### config.mk
export PLATFORM = sky130hd
export DESIGN_NAME = plmc_ctrl
export DESIGN_NICKNAME = d
export VERILOG_FILES = /design/src/shared/plmc_pkg.sv /design/src/hw/plmc_frame_gen.sv /design/src/hw/plmc_ctrl.sv
export SDC_FILE = /design/constraint.sdc
export NUM_CORES = 1
export LEC_CHECK = 0
export ABC_AREA = 1
export BUFFER_PORTS_ARGS = -buffer_cell sky130_fd_sc_hd__buf_2
export CAP_MARGIN = 10
export CORE_UTILIZATION = 45
export CTS_CLUSTER_DIAMETER = 100
export DETAILED_ROUTE_END_ITERATION = 10
export PLACE_DENSITY = 0.67
export REMOVE_ABC_BUFFERS = 1
export SETUP_SLACK_MARGIN = 0.5
export SLEW_MARGIN = 20
export SYNTH_ARGS = -nofsm -noshare
export SYNTH_HDL_FRONTEND = slang
export SYNTH_SLANG_ARGS = --single-unit
### constraint.sdc
create_clock -name clock -period 5.15 [get_ports clock]
set_input_delay 0.7725 -clock clock [delete_from_list [all_inputs] [get_ports clock]]
set_output_delay 0.7725 -clock clock [all_outputs]
set_load 0.02 [all_outputs]
### src/shared/plmc_pkg.sv
// Purpose: Constants shared by the PLL mode control block
// Assumes: 10 MHz system clock, APB register access
// Notes: Register indices are word indices; byte address is four times
package plmc_pkg;
  localparam int unsigned CLK_HZ = 10_000_000;
  // Times in their own units
  localparam int unsigned INIT_US = 625;
  localparam int unsigned FREQ_ID_MS = 35;
  localparam int unsigned FRAME_NS = 125_000;
  localparam int unsigned FP_WIDTH_NS = 122;
  localparam int unsigned CLK_NS = 1_000_000_000 / CLK_HZ;
  localparam int unsigned INIT_CYC = INIT_US * (CLK_HZ / 1_000_000);
  localparam int unsigned FREQ_ID_CYC = FREQ_ID_MS * (CLK_HZ / 1_000);
  localparam int unsigned FRAME_CYC = FRAME_NS / CLK_NS;
  localparam int unsigned FP_WIDTH_CYC = (FP_WIDTH_NS + CLK_NS - 1) / CLK_NS;
  // Register indices
  localparam logic [9:0] IDX_CTRL1 = 10'h000;
  localparam logic [9:0] IDX_STAT1 = 10'h001;
  localparam logic [9:0] IDX_MAIN_ACQ = 10'h020;
  localparam logic [9:0] IDX_BACK_ACQ = 10'h028;
  localparam logic [9:0] IDX_STATE = 10'h030;
  localparam logic [9:0] IDX_TRIM3 = 10'h040;
  localparam logic [9:0] IDX_TRIM0 = 10'h043;
  // Control register 1 fields
  localparam int unsigned CTL_REFERENCE_CHOICE = 7;
  localparam int unsigned CTL_MS_HI = 4;
  localparam int unsigned CTL_MS_LO = 3;
  localparam int unsigned CTL_FCS = 2;
  localparam int unsigned CTL_ALIGN = 0;
  localparam logic [7:0] CTRL1_RST = 8'h11;
  // Status register 1 fields
  localparam int unsigned ST_MAIN_DRIFT = 7;
  localparam int unsigned ST_BACK_DRIFT = 6;
  localparam int unsigned ST_LOCK = 5;
  localparam int unsigned ST_HOLD = 4;
  // Mode select codes
  localparam logic [1:0] MODE_NORMAL = 2'h0;
  localparam logic [1:0] MODE_HOLD = 2'h1;
  localparam logic [1:0] MODE_FREE = 2'h2;
  // Reference frequency code for 8 kHz
  localparam logic [1:0] FREQ_8K = 2'h0;
  // Trim limit: 45036 * 47680 Hz
  localparam logic signed [31:0] TRIM_MAX = 32'sh7FFD_7300;
  localparam logic signed [31:0] TRIM_RST = 32'sh0000_0000;
  typedef enum logic [4:0] {
    PLMC_INIT = 5'b00001,
    PLMC_FREE = 5'b00010,
    PLMC_NORMAL = 5'b00100,
    PLMC_HOLD = 5'b01000,
    PLMC_AUTO = 5'b10000
  } plmc_state_t;
endpackage : plmc_pkg

### src/hw/plmc_frame_gen.sv
// Purpose: 8 kHz frame pulse generator
// Assumes: Free-running system clock
// Notes: Strobe marks the rising edge of the frame pulse
`timescale 1ns/1ps
module plmc_frame_gen #(
  parameter int unsigned PERIOD = plmc_pkg::FRAME_CYC,
  parameter int unsigned WIDTH = plmc_pkg::FP_WIDTH_CYC
) (
  input wire logic clock, // System clock
  input wire logic rst_n_sync, // Synchronised reset
  input wire logic run, // Counting enabled
  output logic pulse, // Frame pulse, high active
  output logic rise // One-cycle strobe at pulse rise
);
  import plmc_pkg::*;
  logic [15:0] cnt_q;

  always_ff @(posedge clock or negedge rst_n_sync) begin
    if (!rst_n_sync) begin
      cnt_q <= 16'h0000;
    end else if (!run || cnt_q == 16'(PERIOD - 1)) begin
      cnt_q <= 16'h0000;
    end else begin
      cnt_q <= cnt_q + 16'h0001;
    end
  end

  always_ff @(posedge clock or negedge rst_n_sync) begin
    if (!rst_n_sync) begin
      pulse <= 1'b0;
      rise <= 1'b0;
    end else begin
      pulse <= run && cnt_q < 16'(WIDTH);
      rise <= run && cnt_q == 16'h0000;
    end
  end
endmodule : plmc_frame_gen

### src/hw/plmc_ctrl.sv
// Purpose: Mode control state machine for a network-synchronising PLL
// Assumes: Acquisition paths report loss, wide drift, frequency code
// Notes: Registers are 8 bits wide in the low lane of a 32-bit APB word
`timescale 1ns/1ps
// What this block does
// RULE1: Reference failure enters auto holdover until recovery
// RULE2: Auto recovery; 8 kHz passes through holdover
// RULE3: Both holdovers drive one flag and bit
// RULE4: Mode code 00 normal, 01 holdover, 10 free
// RULE5: Mode select sampled on frame pulse rise
// RULE6: Loss or wide drift is a fail event
// RULE7: Frequency change fails until identified, 35 ms
// RULE8: Refuse normal when reference unusable
// RULE9: Trim equals 45036 times negated offset
// RULE10: Trim range limited to 2384 ppm
// RULE11: Trim write applies at once
// RULE12: Host steps trim slowly, under 2.9 ppm/s
// RULE13: Host rewrites trim after every reset
// RULE14: Strap low selects register bits over pins
// RULE15: Status outputs live in both control modes
// RULE16: Host uses 8-bit register data
// RULE17: Extended status readable under pin control
// RULE18: Corner select 0 gives 1.5 Hz, 1 gives 0.1 Hz
// RULE19: Reference choice picks path, sampled on frame
// RULE20: Realign request aligns output phase; strobe issued in normal state only
// RULE21: 625 us init after reset, then free-run
// RULE22: Holdover flag high whenever core holds over
// RULE23: Reserved mode code keeps current mode
module plmc_ctrl #(
  parameter int unsigned INIT_CYCLES = plmc_pkg::INIT_CYC,
  parameter int unsigned FREQ_ID_CYCLES = plmc_pkg::FREQ_ID_CYC,
  parameter int unsigned FRAME_CYCLES = plmc_pkg::FRAME_CYC
) (
  input wire logic clock, // 10 MHz system clock
  input wire logic rst_n, // Asynchronous reset, active low
  input wire logic psel, // APB select
  input wire logic penable, // APB enable
  input wire logic pwrite, // APB direction
  input wire logic [11:0] paddr, // APB byte address
  input wire logic [31:0] pwdata, // APB write data
  output logic [31:0] prdata, // APB read data
  output logic pready, // APB ready
  output logic pslverr, // APB error on unmapped address
  input wire logic pin_control_strap, // High: pin control
  input wire logic op_mode_sel_b, // Mode select high bit pin
  input wire logic op_mode_sel_a, // Mode select low bit pin
  input wire logic loop_corner_select, // Loop corner pin
  input wire logic reference_choice, // Reference select pin
  input wire logic phase_realign_request, // Realign pin, active low
  input wire logic [1:0] ref_lost, // Loss per path, bit 0 main
  input wire logic [1:0] ref_far_drift, // Drift beyond 30000 ppm
  input wire logic [1:0] ref_near_drift, // Drift beyond 12 ppm
  input wire logic [1:0] ref_freq_valid, // Frequency identified
  input wire logic [1:0] main_freq_code, // Main path frequency
  input wire logic [1:0] backup_freq_code, // Backup path frequency
  input wire logic core_locked, // Core loop lock from analogue
  output logic frame_pulse_8k, // 8 kHz frame pulse
  output logic holdover_flag, // Holdover status
  output logic phase_acquired_flag, // Lock status
  output logic reference_loss_flag, // Selected reference failed
  output logic main_ref_drift_flag, // Main drift status
  output logic backup_ref_drift_flag, // Backup drift status
  output logic corner_low_en, // 1: 0.1 Hz corner, 0: 1.5 Hz
  output logic backup_path_sel, // 1: backup acquisition path
  output logic realign_pulse, // One-cycle realign strobe
  output logic core_track_en, // Core follows the reference
  output logic [31:0] oscillator_trim_value, // Applied trim
  output plmc_pkg::plmc_state_t state_out // Current core state
);
  import plmc_pkg::*;

  logic rst_meta_q;
  logic rst_sync_q;
  plmc_state_t state_q;
  logic [12:0] init_cnt_q;
  logic [7:0] ctrl1_q;
  logic [31:0] trim_q;
  logic [1:0] mode_q;
  logic reference_choice_q;
  logic recov_q;
  logic align_prev_q;
  logic [1:0] last_code_q [2];
  logic [1:0] freq_chg_q;
  logic [1:0] freq_tmo_q;
  logic [18:0] id_cnt_q [2];
  logic fp_rise;
  logic fp_pulse;
  logic [1:0] ref_fail;
  logic sel_fail;
  logic sel_is_8k;
  logic eff_corner;
  logic eff_reference_choice;
  logic eff_align;
  logic [1:0] eff_mode;
  logic bus_setup;
  logic bus_done;
  logic [9:0] idx;
  logic [7:0] rd_byte;
  logic [31:0] wr_trim;

  function automatic logic idx_known(input logic [11:0] a);
    logic [9:0] i;
    i = a[11:2];
    idx_known = (a[1:0] == 2'b00) &&
                (i == IDX_CTRL1 || i == IDX_STAT1 || i == IDX_MAIN_ACQ ||
                 i == IDX_BACK_ACQ || i == IDX_STATE ||
                 (i >= IDX_TRIM3 && i <= IDX_TRIM0));
  endfunction : idx_known

  function automatic logic [31:0] trim_clamp(input logic [31:0] v);
    if ($signed(v) > TRIM_MAX) begin
      trim_clamp = TRIM_MAX;
    end else if ($signed(v) < -TRIM_MAX) begin
      trim_clamp = -TRIM_MAX;
    end else begin
      trim_clamp = v;
    end
  endfunction : trim_clamp

  // Reset release through two flops
  always_ff @(posedge clock or negedge rst_n) begin
    if (!rst_n) begin
      rst_meta_q <= 1'b0;
      rst_sync_q <= 1'b0;
    end else begin
      rst_meta_q <= 1'b1;
      rst_sync_q <= rst_meta_q;
    end
  end

  plmc_frame_gen #(
    .PERIOD(FRAME_CYCLES),
    .WIDTH(FP_WIDTH_CYC)
  ) u_frame (
    .clock(clock),
    .rst_n_sync(rst_sync_q),
    .run(state_q != PLMC_INIT),
    .pulse(fp_pulse),
    .rise(fp_rise)
  );

  // Pin or register source selection
  always_comb begin
    if (pin_control_strap) begin
      eff_mode = {op_mode_sel_b, op_mode_sel_a};
      eff_corner = loop_corner_select;
      eff_reference_choice = reference_choice;
      eff_align = phase_realign_request;
    end else begin
      eff_mode = ctrl1_q[CTL_MS_HI:CTL_MS_LO]; // RULE14
      eff_corner = ctrl1_q[CTL_FCS];
      eff_reference_choice = ctrl1_q[CTL_REFERENCE_CHOICE];
      eff_align = ctrl1_q[CTL_ALIGN];
    end
  end

  // Fail events per acquisition path
  genvar g;
  generate
    for (g = 0; g < 2; g++) begin : g_path
      logic [1:0] code;
      assign code = (g == 0) ? main_freq_code : backup_freq_code;
      assign ref_fail[g] = ref_lost[g] || ref_far_drift[g] || freq_chg_q[g]; // RULE6

      // Frequency change held as failure until identified
      always_ff @(posedge clock or negedge rst_sync_q) begin
        if (!rst_sync_q) begin
          last_code_q[g] <= FREQ_8K;
          freq_chg_q[g] <= 1'b0;
          freq_tmo_q[g] <= 1'b0;
          id_cnt_q[g] <= 19'h0_0000;
        end else if (ref_freq_valid[g] && code != last_code_q[g]) begin
          last_code_q[g] <= code;
          freq_chg_q[g] <= 1'b1; // RULE7
          freq_tmo_q[g] <= 1'b0;
          id_cnt_q[g] <= 19'h0_0000;
        end else if (freq_chg_q[g]) begin
          if (ref_freq_valid[g] && id_cnt_q[g] != 19'h0_0000) begin
            freq_chg_q[g] <= 1'b0;
          end else if (id_cnt_q[g] == 19'(FREQ_ID_CYCLES - 1)) begin
            freq_tmo_q[g] <= 1'b1; // RULE7
          end else begin
            id_cnt_q[g] <= id_cnt_q[g] + 19'h0_0001;
          end
        end
      end
    end
  endgenerate

  assign sel_fail = reference_choice_q ? ref_fail[1] : ref_fail[0];
  assign sel_is_8k = (reference_choice_q ? backup_freq_code : main_freq_code) == FREQ_8K;

  // Frame-sampled mode and reference selection
  always_ff @(posedge clock or negedge rst_sync_q) begin
    if (!rst_sync_q) begin
      mode_q <= MODE_FREE;
      reference_choice_q <= 1'b0;
    end else if (fp_rise) begin
      if (eff_mode != 2'b11) begin
        mode_q <= eff_mode; // RULE5 RULE23
      end
      reference_choice_q <= eff_reference_choice; // RULE19
    end
  end

  // Initialisation counter
  always_ff @(posedge clock or negedge rst_sync_q) begin
    if (!rst_sync_q) begin
      init_cnt_q <= 13'h0000;
    end else if (state_q == PLMC_INIT) begin
      init_cnt_q <= init_cnt_q + 13'h0001;
    end
  end

  // Core state machine
  always_ff @(posedge clock or negedge rst_sync_q) begin
    if (!rst_sync_q) begin
      state_q <= PLMC_INIT;
      recov_q <= 1'b0;
    end else begin
      case (state_q)
        PLMC_INIT: begin
          if (init_cnt_q == 13'(INIT_CYCLES - 1)) begin
            state_q <= PLMC_FREE; // RULE21
          end
        end
        PLMC_FREE: begin
          if (mode_q == MODE_NORMAL && !sel_fail) begin
            state_q <= PLMC_NORMAL; // RULE4 RULE8
          end else if (mode_q == MODE_HOLD) begin
            state_q <= PLMC_HOLD;
          end
        end
        PLMC_NORMAL: begin
          if (mode_q == MODE_FREE) begin
            state_q <= PLMC_FREE;
          end else if (mode_q == MODE_HOLD) begin
            state_q <= PLMC_HOLD;
          end else if (sel_fail) begin
            state_q <= PLMC_AUTO; // RULE1
          end
        end
        PLMC_HOLD: begin
          if (mode_q == MODE_FREE) begin
            state_q <= PLMC_FREE;
            recov_q <= 1'b0;
          end else if (mode_q == MODE_NORMAL && sel_fail) begin
            state_q <= PLMC_AUTO; // RULE8
            recov_q <= 1'b0;
          end else if (mode_q == MODE_NORMAL && (!recov_q || fp_rise)) begin
            state_q <= PLMC_NORMAL; // RULE2
            recov_q <= 1'b0;
          end
        end
        PLMC_AUTO: begin
          if (mode_q == MODE_FREE) begin
            state_q <= PLMC_FREE;
          end else if (mode_q == MODE_HOLD) begin
            state_q <= PLMC_HOLD;
          end else if (!sel_fail && sel_is_8k) begin
            state_q <= PLMC_HOLD; // RULE2
            recov_q <= 1'b1;
          end else if (!sel_fail) begin
            state_q <= PLMC_NORMAL; // RULE1 RULE2
          end
        end
        default: begin
          state_q <= PLMC_INIT;
        end
      endcase
    end
  end

  // Status and control outputs
  always_ff @(posedge clock or negedge rst_sync_q) begin
    if (!rst_sync_q) begin
      holdover_flag <= 1'b0;
      phase_acquired_flag <= 1'b0;
      reference_loss_flag <= 1'b0;
      main_ref_drift_flag <= 1'b0;
      backup_ref_drift_flag <= 1'b0;
      corner_low_en <= 1'b0;
      backup_path_sel <= 1'b0;
      core_track_en <= 1'b0;
      state_out <= PLMC_INIT;
      frame_pulse_8k <= 1'b0;
    end else begin
      holdover_flag <= state_q == PLMC_HOLD || state_q == PLMC_AUTO; // RULE3 RULE22
      phase_acquired_flag <= state_q == PLMC_NORMAL && core_locked; // RULE15
      reference_loss_flag <= sel_fail; // RULE15
      main_ref_drift_flag <= ref_near_drift[0]; // RULE15
      backup_ref_drift_flag <= ref_near_drift[1]; // RULE15
      corner_low_en <= eff_corner; // RULE18
      backup_path_sel <= reference_choice_q; // RULE19
      core_track_en <= state_q == PLMC_NORMAL;
      state_out <= state_q;
      frame_pulse_8k <= fp_pulse;
    end
  end

  // Realign strobe on release of the active-low request
  always_ff @(posedge clock or negedge rst_sync_q) begin
    if (!rst_sync_q) begin
      align_prev_q <= 1'b1;
      realign_pulse <= 1'b0;
    end else begin
      align_prev_q <= eff_align;
      realign_pulse <= eff_align && !align_prev_q && state_q == PLMC_NORMAL; // RULE20
    end
  end

  // APB slave, one wait cycle
  assign bus_setup = psel && penable && !pready;
  assign bus_done = psel && penable && pready;
  assign idx = paddr[11:2];

  always_comb begin
    rd_byte = 8'h00;
    if (idx == IDX_CTRL1) begin
      rd_byte = ctrl1_q;
    end else if (idx == IDX_STAT1) begin
      rd_byte = {main_ref_drift_flag, backup_ref_drift_flag, phase_acquired_flag,
                 holdover_flag, 4'h0}; // RULE3
    end else if (idx == IDX_MAIN_ACQ) begin
      rd_byte = {3'h0, main_freq_code, freq_tmo_q[0], freq_chg_q[0], ref_fail[0]}; // RULE17
    end else if (idx == IDX_BACK_ACQ) begin
      rd_byte = {3'h0, backup_freq_code, freq_tmo_q[1], freq_chg_q[1], ref_fail[1]}; // RULE17
    end else if (idx == IDX_STATE) begin
      rd_byte = {1'b0, mode_q, state_q};
    end else if (idx >= IDX_TRIM3 && idx <= IDX_TRIM0) begin
      rd_byte = trim_q[8 * (3 - (idx - IDX_TRIM3)) +: 8];
    end
  end

  always_comb begin
    wr_trim = trim_q;
    if (idx >= IDX_TRIM3 && idx <= IDX_TRIM0) begin
      wr_trim[8 * (3 - (idx - IDX_TRIM3)) +: 8] = pwdata[7:0]; // RULE16
    end
  end

  always_ff @(posedge clock or negedge rst_sync_q) begin
    if (!rst_sync_q) begin
      pready <= 1'b0;
      pslverr <= 1'b0;
      prdata <= 32'h0000_0000;
    end else begin
      pready <= bus_setup;
      pslverr <= bus_setup && !idx_known(paddr);
      if (bus_setup && !pwrite) begin
        prdata <= {24'h00_0000, idx_known(paddr) ? rd_byte : 8'h00}; // RULE16
      end
    end
  end

  // Software control register, written only when mapped
  always_ff @(posedge clock or negedge rst_sync_q) begin
    if (!rst_sync_q) begin
      ctrl1_q <= CTRL1_RST;
    end else if (bus_done && pwrite && paddr[1:0] == 2'b00 && idx == IDX_CTRL1) begin
      ctrl1_q <= pwdata[7:0] & 8'h9D;
    end
  end

  // Trim register, clamped and applied immediately
  always_ff @(posedge clock or negedge rst_sync_q) begin
    if (!rst_sync_q) begin
      trim_q <= TRIM_RST; // RULE13
    end else if (bus_done && pwrite && idx_known(paddr) && idx >= IDX_TRIM3) begin
      trim_q <= trim_clamp(wr_trim); // RULE9 RULE10
    end
  end

  always_ff @(posedge clock or negedge rst_sync_q) begin
    if (!rst_sync_q) begin
      oscillator_trim_value <= TRIM_RST;
    end else begin
      oscillator_trim_value <= trim_q; // RULE11
    end
  end
endmodule : plmc_ctrl

==> out/metrics.csv <==
stage;metric;value;unit
drt;dr.first_iter.drc_count;903;
setup_path;cp.arrival;5.00;ns
floorplan;die_width;157;um
cts;cts_buffers;17;
cts;clockBufferDepth;2;
global_routing;grt_pass1_vias;9530;
synth;synth-warning-count;0;
cts;cts.reportedPaths.clkPinSlew;0.07;ns
setup_path;worst-path-stages;35;
sta;slew_headroom;36.2;%
cells_and_area;fin_nets;1763;
cells_and_area;n_antenna_cell;0;
cts;root_buffer;clkbuf_16;
setup_path;cp_top_family;simple AND/OR/NAND/NOR gates;
floorplan;ios;149;
floorplan;die-area;24700;sq um
sta;period_needed;4.62;ns
cells_and_area;final_common_cell;nand2_1;
power;p_leak;6.87;nW
sta;setup_viol;0;
power;powerDensity;283;nW/um^2
cells_and_area;regArea;4590;sq um
synth;synth.avg_cell_area;7.45;sq um
floorplan;start_util;45.9;%
synth;async_flop_share;100;%
drt;wl_per_cell;15.3;um
cells_and_area;multi_input_area;5660;sq um
synth;synthTopCellsByArea;dfrtp_1 41%, nand2_1 12%, inv_1 7.7%, nor2_1 4.9%, o21ai_0 4.1%;
global_routing;grtUsageTotal;24.8;%
drt;dr.pass1.iters;5;
cells_and_area;drive_gt1_share;25.1;%
setup_path;rrSetupSlack;1.98;ns
placed_design;dp_hpwl;22.4;mm
floorplan;chipHeight;157;um
setup_path;max_stage_delay;0.28;ns
power;ir_worst_vdd;233;uV
sta;rsz0062_at_grt;yes;
sta;holdWs;0.103;ns
setup_path;required;5.53;ns
setup_path;cp-end-kind;register;
drt;wirelength;30.6;mm
synth;synth_edf_count;0;
synth;synth_cell_types;57;
synth;synth_top_flop_cell;dfrtp_1;
floorplan;core;23500;sq um
cts;clock_sinks;183;
synth;synth_area;10800;sq um
synth;synthCells;1452;
sta;tightest_slew;0.958;ns
drt;avgViaCountPerCell;5.20;
flow_run;maxCapViolCount;0;
synth;ys_ff_latch;183;
status;status;finished clean;
sta;drv_slew;0;
drt;vias;10400;
global_routing;grt_pass1_wl;47.7;mm
power;power;3.86;mW
placed_design;io_buffers;100;
cells_and_area;num-fill-cells;2180;
setup_path;crit_fanout;6;
synth;synth_top_area_cell;dfrtp_1;
global_routing;grt_max_degree;110;
setup_path;reg2reg_depth;18;
cts;hold_buffers;0;
setup_path;crit_buf_inv;11;
synth;synth.yosys.seq_area_share;42.4;%
setup_path;cp_slowest_cell;ha_1;
global_routing;antenna_found_initial;0;
setup_path;critPathLaunchType;input port;
cells_and_area;layout_common_cells;324 x nand2_1, 209 x inv_1, 176 x dfrtp_1;
sta;finClkSkew;0.0102;ns
drt;drc;0;
floorplan;fp-row-count;56;
drt;antenna_left;0;
sta;min_period_over_period;89.7;%
cts;clock_latency;0.44;ns
cells_and_area;area_growth;25.8;%
hold_path;min_path_type;input port to asynchronous set/reset pin;
synth;synth_top_cell_area_share;40.9;%
sta;fmax;216;MHz
global_routing;grt_overflow;0;
cts;cts_tree;done;
sta;final_hold_viol_count;0;
setup_path;worstSetupPathType;input port to register;
cts;h-tree-depth;4;
placed_design;gp_congestion;0.937;
-- logic make-up (layout without fill, tap and decap cells) --
| kind of cell | after synthesis | in the layout | share of synthesized area, % |
|---|---|---|---|
| AND/OR/NAND/NOR | 755 | 756 | 32.0 |
| buffers and inverters | 276 | 480 | 10.8 |
| AO/OA/AOI/OAI | 193 | 193 | 10.2 |
| flip-flops | 183 | 183 | 42.4 |
| adder cells (fa/ha/maj) | 28 | 28 | 3.24 |
| XOR/XNOR | 13 | 13 | 1.05 |
| other | 2 | 25 | 0.0694 |
| multiplexers | 2 | 2 | 0.185 |
-- area by class of cell --
| cell class | count | share of cell area (%) |
|---|---|---|
| Clock buffer | 22 | 3.41 |
| Clock inverter | 10 | 0.956 |
| Inverter | 232 | 6.49 |
| Multi-Input combinational cell | 1017 | 41.6 |
| Sequential cell | 183 | 33.7 |
| Tap cell | 319 | 2.93 |
| Timing Repair Buffer | 216 | 10.9 |
-- sequential cells by signal, summed over array words and instances, names as in the netlist, 2 cells and up --
signal	flops
init_cnt_q	13
state_q	5
last_code_q	4
state_out	5
u_frame.cnt_q	16
prdata	8
mode_q	2
oscillator_trim_value	32
id_cnt_q	38
freq_tmo_q	2
ctrl1_q	5
trim_q	32
freq_chg_q	2
-- routing by layer --
metal / global-route usage (%) / up-vias / share of wire (%)
li1: - / 5121 / -
met1: 34.3 / 4914 / 45
met2: 39.2 / 325 / 46
met3: 5.04 / 42 / 6.6
met4: 7.67 / 0 / 2.0
met5: 0 / - / 0
-- repair_timing --
action                                  CTS  global route
pin swaps                                19            83
resized for setup                        42           122
endpoints found under the setup margin   32            32
setup buffers                             9             3
cloned                                    1             3
-- path summary, 6_finish.rpt --
path,startpoint,end
setup / recovery,paddr[9],trim_q[24]$_DFFE_PN0P_
hold / removal,rst_n,rst_sync_q$_DFF_PN0_
setup reg to reg,id_cnt_q[0]$_DFFE_PN0P_,id_cnt_q[14]$_DFFE_PN0P_
hold reg to reg,rst_meta_q$_DFF_PN0_,rst_sync_q$_DFF_PN0_
max in group asynchronous,rst_sync_q$_DFF_PN0_,oscillator_trim_value[2]$_DFF_PN0_
min in group clock,rst_meta_q$_DFF_PN0_,rst_sync_q$_DFF_PN0_
-- power breakdown --
group          leakage, nW  switching (mW)  internal, mW
sequential            2.31           0.118          1.57
clock                0.285           0.587         0.753
combinational         4.27           0.548         0.276
-- Yosys cell counts, types with 3 or more instances --
cell type / count
inv_2: 7
xor2_1: 10
o21ai_0: 89
a211oi_1: 3
a31oi_1: 3
dfrtp_1: 177
dfstp_2: 6
a221oi_1: 5
nand2_2: 25
nand4_1: 46
nor3_1: 54
or2_2: 4
clkinv_1: 3
nand2_1: 345
buf_6: 4
o21ai_1: 8
buf_4: 27
nand3_1: 78
a21oi_1: 47
clkbuf_1: 9
nor2_2: 11
buf_2: 4
nor2_4: 4
a22oi_1: 3
nand3b_1: 3
o31ai_1: 4
o22ai_1: 9
a22o_1: 3
nor3b_1: 7
and3_1: 3
nand4_2: 3
o2111ai_1: 3
nor2_1: 141
inv_1: 222
nor4_1: 22
ha_1: 28
xnor2_1: 3
nand3_2: 3
-- through the flow --
stage	util (%)	std cells	setup TNS [ns]	worst slack, ns	instance area, sq um
final	57.8	1999	0	0.531	13600
after global placement	52.2	1951	-3.87	-0.242	12300
after global routing	57.8	1999	0	0.227	13600
after CTS	55.8	1993	0	0.474	13100
after detailed placement	52.2	1951	-6.21	-0.311	12300
after floorplan	-	1431	-58.32	-0.316	10600
No activity file was read; power rests on OpenSTA's default activity.
